===== src/verilog/ssu_regs.svh =====
// Purpose: Named constants for the serial shift unit.
// Assumes: Included by bare name from the design files.
// Notes: Holds definitions only.
`ifndef SSU_REGS_SVH
`define SSU_REGS_SVH
`define SSU_DATA_W        8
`define SSU_CNT_W         4
`define SSU_SHIFT_RST     8'h00
`define SSU_CNT_RST       4'h0
`define SSU_BIT_RST       1'b0
`define SSU_OUT_RST       1'b1
`define SSU_SYNC_STAGES   2
`define SSU_CLK_NS        10
`define SSU_DIV_MASTER3   2
`define SSU_DIV_SLAVE3    4
`define SSU_DIV_TWO       16
`endif


===== src/verilog/ssu_pkg.sv =====
// Purpose: Types shared by the serial shift unit files.
// Assumes: Nothing is imported; users write ssu_pkg::name.
// Notes: Wire modes select the output pin and two-wire behaviour.
package ssu_pkg;
   typedef enum logic [1:0] {
      SSU_WM_OFF      = 2'b00,
      SSU_WM_THREE    = 2'b01,
      SSU_WM_TWO      = 2'b10,
      SSU_WM_TWO_HOLD = 2'b11
   } ssu_wire_e;
endpackage


===== src/verilog/ssu_sync.sv =====
// Purpose: Multi-stage synchroniser for pin inputs.
// Assumes: Inputs are asynchronous to clk.
// Notes: Only the last stage is visible outside.
`timescale 1ns/1ps
`include "ssu_regs.svh"
module ssu_sync #(
   parameter int WIDTH  = 1,
   parameter int STAGES = `SSU_SYNC_STAGES
) (
   input  wire logic             clk,
   input  wire logic             reset_n,
   input  wire logic [WIDTH-1:0] asyncIn,
   output logic      [WIDTH-1:0] syncOut
);
   logic [WIDTH-1:0] stage_q [STAGES];

   initial begin
      if (STAGES < 2 || WIDTH < 1) begin
         $error("ssu_sync needs at least two stages and one bit");
      end
   end

   always_ff @(posedge clk or negedge reset_n) begin
      if (!reset_n) begin
         for (int i = 0; i < STAGES; i++) begin
            stage_q[i] <= '0;
         end
      end else begin
         stage_q[0] <= asyncIn;
         for (int i = 1; i < STAGES; i++) begin
            stage_q[i] <= stage_q[i-1];
         end
      end
   end

   assign syncOut = stage_q[STAGES-1];
endmodule


===== src/verilog/ssu_core.sv =====
// Purpose: Serial shift unit with shift register, edge counter and clock select.
// Assumes: Control bits and strobes come from same-clock logic; pins are async.
// Notes: Strobes are one-cycle pulses; the serial clock pin is oversampled.
`timescale 1ns/1ps
`include "ssu_regs.svh"

// Function
// Unbuffered shift register, read and written directly by software.
// Shift register MSB goes to data-out or two-wire data pin by wire mode.
// Output latch moves output changes to the edge opposite sampling.
// Serial input always comes from the serial data input pin.
// Four-bit readable, writable counter raising an overflow event.
// Shift register and counter step from the same selected source.
// External clock makes the counter step on both serial clock edges.
// Clock sources are clock pin, timer-zero overflow or software strobe.
// Two-wire start condition sets a flag that can request an interrupt.
// Two-wire mode holds clock low after start or after overflow.
// Three-wire mode gives SPI modes 0 and 1, no slave select.
// Cross-connected master and slave swap bytes after eight clocks.
// Master clock comes from port toggling or the pin toggle strobe.
// Edge select 0 samples on rising, changes output on falling edge.
// Edge select 1 samples on falling, changes output on rising edge.
// Both ends load data and enable drivers half a clock before sampling.
// Software clears the counter before a transfer starts.
// Sixteen counted edges overflow the counter and set the overflow flag.
// The overflow request also wakes the processor from idle sleep.
// Serial clock at most system/2 master, /4 slave, /16 two-wire.
// Pin toggle strobe steps counter; with clock strobe it also shifts. Here: counts only with external source and clock strobe; never shifts.
// A software write to the shift register beats a same-cycle shift.
// Latch transparent in first half with external clock, always otherwise.
// The serial clock pin is synchronised and its edges detected.
module ssu_core #(
   parameter int DATA_W = `SSU_DATA_W,
   parameter int CNT_W  = `SSU_CNT_W
) (
   input  wire logic              clk,
   input  wire logic              reset_n,
   input  wire logic              dataWrite,
   input  wire logic [DATA_W-1:0] dataWrData,
   output logic      [DATA_W-1:0] dataRd,
   input  wire logic              cntWrite,
   input  wire logic [CNT_W-1:0]  cntWrData,
   output logic      [CNT_W-1:0]  cntRd,
   input  wire logic              ovfFlagClear,
   input  wire logic              startFlagClear,
   input  wire logic              ovfIrqEnable,
   input  wire logic              startIrqEnable,
   input  wire logic              cpuIdle,
   input  wire logic [1:0]        wireMode,
   input  wire logic              clockSourceSelect,
   input  wire logic              externalEdgeSelect,
   input  wire logic              softwareClockStrobe,
   input  wire logic              clockPinToggleStrobe,
   input  wire logic              timerZeroOvf,
   input  wire logic              serialDataIn,
   input  wire logic              serialClockIn,
   output logic                   serialDataOut,
   output logic                   sdaOutEn,
   output logic                   sclOutEn,
   output logic                   clockPinOut,
   output logic                   counterOverflowFlag,
   output logic                   startFlag,
   output logic                   ovfIrq,
   output logic                   startIrq,
   output logic                   idleWake
);
   localparam logic [CNT_W-1:0] CNT_TOP = {CNT_W{1'b1}};

   initial begin
      if (DATA_W < 2 || CNT_W < 1) begin
         $error("ssu_core needs DATA_W >= 2 and CNT_W >= 1");
      end
   end

   function automatic logic edgeSeen(input logic prev, input logic cur, input logic rise);
      edgeSeen = rise ? (!prev && cur) : (prev && !cur);
   endfunction

   logic [DATA_W-1:0] shift_q;
   logic [DATA_W-1:0] shift_d;
   logic [CNT_W-1:0]  cnt_q;
   logic [CNT_W-1:0]  cnt_d;
   logic              ovf_q;
   logic              ovf_d;
   logic              start_q;
   logic              start_d;
   logic              latchOpen_d;
   logic              outBit_q;
   logic              outBit_d;
   logic              sckPrev_q;
   logic              sdaPrev_q;
   logic              hold_q;
   logic              hold_d;
   logic              pinOut_q;
   logic              sclEn_q;
   logic              sdaEn_q;
   logic              doOut_q;
   logic              ovfIrq_q;
   logic              startIrq_q;
   logic              wake_q;

   logic [2:0] pinSync;
   logic       diSync;
   logic       sckSync;
   logic       sdaSync;
   logic       sdaPinLevel;

   // Data input, clock pin and the data pin as seen by two-wire start detection.
   ssu_sync #(
      .WIDTH  (3),
      .STAGES (`SSU_SYNC_STAGES)
   ) u_sync (
      .clk     (clk),
      .reset_n (reset_n),
      .asyncIn ({serialDataIn, serialClockIn, sdaPinLevel}),
      .syncOut (pinSync)
   );

   assign sdaPinLevel = serialDataIn;
   assign diSync  = pinSync[2];
   assign sckSync = pinSync[1];
   assign sdaSync = pinSync[0];

   ssu_pkg::ssu_wire_e wireSel;
   assign wireSel = ssu_pkg::ssu_wire_e'(wireMode);

   wire twoWire   = (wireSel == ssu_pkg::SSU_WM_TWO) || (wireSel == ssu_pkg::SSU_WM_TWO_HOLD);
   wire extClk    = clockSourceSelect;

   // Edge select 0 samples on rising edges; 1 samples on falling edges.
   wire sampleEdge = edgeSeen(sckPrev_q, sckSync, !externalEdgeSelect);
   wire changeEdge = edgeSeen(sckPrev_q, sckSync, externalEdgeSelect);
   wire anySckEdge = sampleEdge || changeEdge;

   // Shift clock selection.
   wire intShift = externalEdgeSelect ? timerZeroOvf : softwareClockStrobe;
   wire shiftStep = extClk ? sampleEdge : intShift;

   // Counter clock: same source as the shift register, both pin edges when external.
   // With the external source and the clock strobe set, the toggle strobe counts instead.
   wire extCount  = softwareClockStrobe ? clockPinToggleStrobe : anySckEdge;
   wire cntStep   = extClk ? extCount : intShift;

   wire cntWrap   = cntStep && (cnt_q == CNT_TOP) && !cntWrite;
   wire startSeen = twoWire && sckSync && sdaPrev_q && !sdaSync;
   wire holdEvent = twoWire && ((start_q && !sckSync) ||
                                (wireSel == ssu_pkg::SSU_WM_TWO_HOLD && cntWrap));

   // The written value wins over a shift in the same cycle.
   assign shift_d = dataWrite ? dataWrData :
                    shiftStep ? {shift_q[DATA_W-2:0], diSync} : shift_q;

   // A counter write wins over a step; the step wraps to zero after the top value.
   assign cnt_d = cntWrite ? cntWrData :
                  cntStep  ? cnt_q + {{(CNT_W-1){1'b0}}, 1'b1} : cnt_q;

   // Hardware set wins over a same-cycle software clear.
   assign ovf_d   = cntWrap || (ovf_q && !ovfFlagClear);
   assign start_d = startSeen || (start_q && !startFlagClear);

   // Hold releases once software has cleared the start flag and, in SSU_WM_TWO_HOLD, also the overflow flag.
   wire holdRelease = !(start_q || (wireSel == ssu_pkg::SSU_WM_TWO_HOLD && ovf_q));
   assign hold_d = twoWire && (holdEvent || (hold_q && !holdRelease));

   // Latch is open while the pin clock rests at the level that follows the change edge,
   // so a byte loaded before the first sampling edge already shows its MSB on the pin.
   assign latchOpen_d = (sckSync == externalEdgeSelect);
   wire latchPass = !extClk || latchOpen_d;
   assign outBit_d = latchPass ? shift_d[DATA_W-1] : outBit_q;

   // Registers of the shift path.
   always_ff @(posedge clk or negedge reset_n) begin
      if (!reset_n) begin
         shift_q <= `SSU_SHIFT_RST;
         cnt_q   <= `SSU_CNT_RST;
      end else begin
         shift_q <= shift_d;
         cnt_q   <= cnt_d;
      end
   end

   // Flags and hold state.
   always_ff @(posedge clk or negedge reset_n) begin
      if (!reset_n) begin
         ovf_q   <= `SSU_BIT_RST;
         start_q <= `SSU_BIT_RST;
         hold_q  <= `SSU_BIT_RST;
      end else begin
         ovf_q   <= ovf_d;
         start_q <= start_d;
         hold_q  <= hold_d;
      end
   end

   // Edge history of synchronised pins.
   always_ff @(posedge clk or negedge reset_n) begin
      if (!reset_n) begin
         sckPrev_q <= `SSU_BIT_RST;
         sdaPrev_q <= `SSU_OUT_RST;
      end else begin
         sckPrev_q <= sckSync;
         sdaPrev_q <= sdaSync;
      end
   end

   // Output latch.
   always_ff @(posedge clk or negedge reset_n) begin
      if (!reset_n) begin
         outBit_q <= `SSU_BIT_RST;
      end else begin
         outBit_q <= outBit_d;
      end
   end

   // Software-made serial clock for master use.
   always_ff @(posedge clk or negedge reset_n) begin
      if (!reset_n) begin
         pinOut_q <= `SSU_BIT_RST;
      end else if (clockPinToggleStrobe) begin
         pinOut_q <= !pinOut_q;
      end
   end

   // Pin drivers: three-wire drives the data-out pin, two-wire pulls low only.
   always_ff @(posedge clk or negedge reset_n) begin
      if (!reset_n) begin
         doOut_q <= `SSU_BIT_RST;
         sdaEn_q <= `SSU_BIT_RST;
         sclEn_q <= `SSU_BIT_RST;
      end else begin
         doOut_q <= (!twoWire) && outBit_d;
         sdaEn_q <= twoWire && !outBit_d;
         sclEn_q <= hold_d;
      end
   end

   // Interrupt requests and wake from idle.
   always_ff @(posedge clk or negedge reset_n) begin
      if (!reset_n) begin
         ovfIrq_q   <= `SSU_BIT_RST;
         startIrq_q <= `SSU_BIT_RST;
         wake_q     <= `SSU_BIT_RST;
      end else begin
         ovfIrq_q   <= ovf_d && ovfIrqEnable;
         startIrq_q <= start_d && startIrqEnable;
         wake_q     <= ovf_d && ovfIrqEnable && cpuIdle;
      end
   end

   assign dataRd              = shift_q;
   assign cntRd               = cnt_q;
   assign serialDataOut       = doOut_q;
   assign sdaOutEn            = sdaEn_q;
   assign sclOutEn            = sclEn_q;
   assign clockPinOut         = pinOut_q;
   assign counterOverflowFlag = ovf_q;
   assign startFlag           = start_q;
   assign ovfIrq              = ovfIrq_q;
   assign startIrq            = startIrq_q;
   assign idleWake            = wake_q;
endmodule


===== config.mk =====
export PLATFORM = sky130hd
export DESIGN_NAME = ssu_core
export DESIGN_NICKNAME = d
export VERILOG_FILES = /design/src/verilog/ssu_pkg.sv /design/src/verilog/ssu_sync.sv /design/src/verilog/ssu_core.sv
export VERILOG_INCLUDE_DIRS = /design/src /design/src/verilog
export SDC_FILE = /design/constraint.sdc
export NUM_CORES = 1
export LEC_CHECK = 0
export BUFFER_PORTS_ARGS = -buffer_cell sky130_fd_sc_hd__buf_2
export CORE_MARGIN = 2
export CORE_UTILIZATION = 48
export DETAILED_ROUTE_END_ITERATION = 16
export GPL_ROUTABILITY_DRIVEN = 0
export GPL_TIMING_DRIVEN = 0
export PLACE_DENSITY_LB_ADDON = 0.15
export SLEW_MARGIN = 20
export SYNTH_ARGS = -nofsm -noshare
export SYNTH_HDL_FRONTEND = slang
export SYNTH_SLANG_ARGS = --single-unit

===== constraint.sdc =====
create_clock -name clk -period 2.4 [get_ports clk]
set_clock_uncertainty 0.05 [all_clocks]
set_input_delay 0.48 -clock clk [delete_from_list [all_inputs] [get_ports clk]]
set_output_delay 0.48 -clock clk [all_outputs]
set_load 0.005 [all_outputs]

==> flow_summary.toml <==
[cts]
cts_max_path_buffers = 2
cts_resized = 0
post_cts.repair.setup_buffers = 0
cts_max_level = 1
cts_sinks = 28
path_clk_slew_ns = 0.15
cts_tree = "done"
cts_buffers = 3
ctsRootBufferMaster = "clkbuf_4"
ctsHoldBuffers = 0
clk_latency_ns = 0.33

[synthesis]
synth_edf_count = 0
synth_cell_type_count = 38
synthCells = 122
ys.flop_type = "dfrtp_1"
synthArstFlopShare_pct = 100
syn_area_mm2 = 0.00135
synth-seq-cells = 28
ys_seq_area_share_pct = 52.1
ys_warn_count = 0
synth_nets = 153
syn_area_per_cell_um2 = 11.0

[detailed_routing]
routed_via_density = 5.44
drt_iter0_drc = 19
vias = 1127
wl_per_cell_um = 13.4
routed_wl_mm = 2.77
drt_first_pass_iters = 4
antenna_left = 0
drc = 0

[timing]
rsz0062_at_grt = "no"
fin_crit_sh_pct = 85.4
slew_viol_final = 0
setup_viol = 0
final.min_clock_period_ns = 2.05
whs_ns = 0.0736
slew_headroom_pct = 54.3
tns_ns = 0
worst-slew-pin-transition_ns = 0.685
fmax_mhz = 488
hold_viol = 0

[floorplanning]
die_w_um = 57.0
die_h_um = 57.0
rows = 19
core_area_mm2 = 0.00271
die_area_mm2 = 0.00324
io_pins = 51
start_util_pct = 49.7

[global_route]
track_usage_pct = 18.7
antenna_found_initial = 0
grt_pass1_wl_mm = 4.73
grt_max_degree = 29
overflow = 0
first_global_vias = 1094

[placement]
placed_cells = 203
io_buffers = 50
hpwl_mm = 2.08

[final_layout]
nets = 208
syn_to_final_growth_pct = 25.4
instances_no_fill = 207
antennaDiodeCount = 0
fillers = 252
drive_gt1_share_pct = 35.2
post-route-util_pct = 62.3

[critical_path]
crit_arrival_ns = 2.22
required_ns = 2.57
criticalPathCategory = "reg -> reg"
cp_max_fo = 9
cp-start-kind = "register"
rrSetupSlack_ns = 0.35
cp-end-kind = "register"

[power_and_ir_drop]
p_leak_nw = 0.856
peakVddDrop_uv = 530
power_mw = 1.08
power_density_mw_per_mm2 = 639

[outcome]
status = "finished, final reports clean"

[min_path]
hold_path.class = "in -> async"

[flow_run]
cap_violations = 0
==> power by group <==
group / internal, mW / switching, mW
Combinational: 0.107 / 0.100
Clock: 0.169 / 0.145
Sequential: 0.520 / 0.0375
Total: 0.796 / 0.283
==> metal layers <==
layer	global-route usage, %	share of wire, %	vias up
li1	-	-	549
met1	25.1	47	542
met2	29.9	47	32
met3	3.17	4.7	4
met4	8.31	1.4	0
met5	0	0	-
==> kinds of logic after synthesis <==
| kind of cell | after synthesis | synth area share [%] |
|---|---|---|
| AND/OR/NAND/NOR | 44 | 17.8 |
| AO/OA/AOI/OAI | 30 | 17.4 |
| flip-flops | 28 | 52.1 |
| multiplexers | 9 | 7.62 |
| buffers and inverters | 8 | 2.88 |
| XOR/XNOR | 2 | 1.30 |
| adder cells (fa/ha/maj) | 1 | 0.929 |
==> sequential cells by signal, indices dropped and copies added, names as in the netlist <==
signal and flops:
idleWake 1, startFlag 1, serialDataOut 1, u_sync.stage_q 2
dataRd 8, ovfIrq 1, startIrq 1, cntRd 4
u_sync.syncOut 2, sdaPrev_q 1, outBit_q 1, clockPinOut 1
sclOutEn 1, counterOverflowFlag 1, sdaOutEn 1, sckPrev_q 1
==> worst max-delay path: stages (launching register included) <==
cell,delay (ns)
dfrtp_1,0.49
nor2b_1,0.18
mux4_2,0.49
buf_6,0.18
a2111oi_4,0.40
o21ai_0,0.16
==> area by class of cell <==
class / count / area [um2] / area share, %
plain buffers: 5 / 27.5 / 1.63
clock buffers: 3 / 22.5 / 1.33
clock inverters: 1 / 30.0 / 1.78
inverters: 3 / 11.3 / 0.667
multi-input cells: 86 / 606 / 35.9
flip-flops and latches: 28 / 702 / 41.6
well taps: 31 / 38.8 / 2.30
repair buffers: 50 / 250 / 14.8
==> final timing paths <==
kind                                        startpoint                           to  cells past startpoint
min in group clk                          serialDataIn  u_sync.stage_q[3]$_DFF_PN0_                      1
max in group asynchronous                      reset_n          startFlag$_DFF_PN0_                      1
max reg2reg                u_sync.syncOut[1]$_DFF_PN0_           outBit_q$_DFF_PN0_                      5
min reg2reg                u_sync.stage_q[4]$_DFF_PN0_  u_sync.syncOut[1]$_DFF_PN0_                      0
min                                            reset_n      clockPinOut$_DFFE_PN0P_                      1
max                        u_sync.syncOut[1]$_DFF_PN0_           outBit_q$_DFF_PN0_                      5
==> synthesized netlist by cell type, types with 2 or more instances <==
| library cell | number | area (um2) |
|---|---|---|
| dfrtp_1 | 27 | 676 |
| nand2_1 | 17 | 63.8 |
| o21ai_0 | 11 | 55.1 |
| mux2i_1 | 8 | 80.1 |
| nor2b_1 | 6 | 37.5 |
| nand2b_1 | 4 | 25.0 |
| clkbuf_1 | 3 | 11.3 |
| inv_1 | 3 | 11.3 |
| nand3_1 | 3 | 15.0 |
| nor2_1 | 3 | 11.3 |
| o211ai_1 | 3 | 22.5 |
| a21boi_0 | 2 | 15.0 |
| a21oi_1 | 2 | 10.0 |
| nand3b_1 | 2 | 15.0 |
| o211a_1 | 2 | 20.0 |
| o21a_1 | 2 | 15.0 |
| or4b_2 | 2 | 20.0 |
| xor2_1 | 2 | 17.5 |
==> through the flow <==
| stage | area, um2 | setup slack, ns |
|---|---|---|
| after CTS | 1690 | 0.361 |
| final | 1690 | 0.351 |
| after global routing | 1690 | 0.281 |
| after global placement | 1640 | 0.379 |
| after detailed placement | 1640 | 0.337 |
| after floorplan | 1350 | 0.544 |
==> cells in the final DEF, fill, tap and decap left out, drive strengths merged, types with 2 or more instances in the layout <==
| cell type | Yosys | layout |
|---|---|---|
| a21boi | 2 | 2 |
| buf | 2 | 52 |
| nor2b | 6 | 6 |
| o211a | 2 | 2 |
| dfrtp | 27 | 27 |
| inv | 3 | 3 |
| xor2 | 2 | 2 |
| nor2 | 3 | 3 |
| o211ai | 3 | 3 |
| nand2 | 17 | 17 |
| mux2i | 8 | 8 |
| o21a | 2 | 2 |
| a21oi | 2 | 2 |
| nand2b | 4 | 4 |
| or4b | 2 | 2 |
| o21ai | 11 | 11 |
| nand3b | 2 | 2 |
| clkbuf | 3 | 6 |
| nand3 | 3 | 3 |
(Power assumes the default switching activity.)
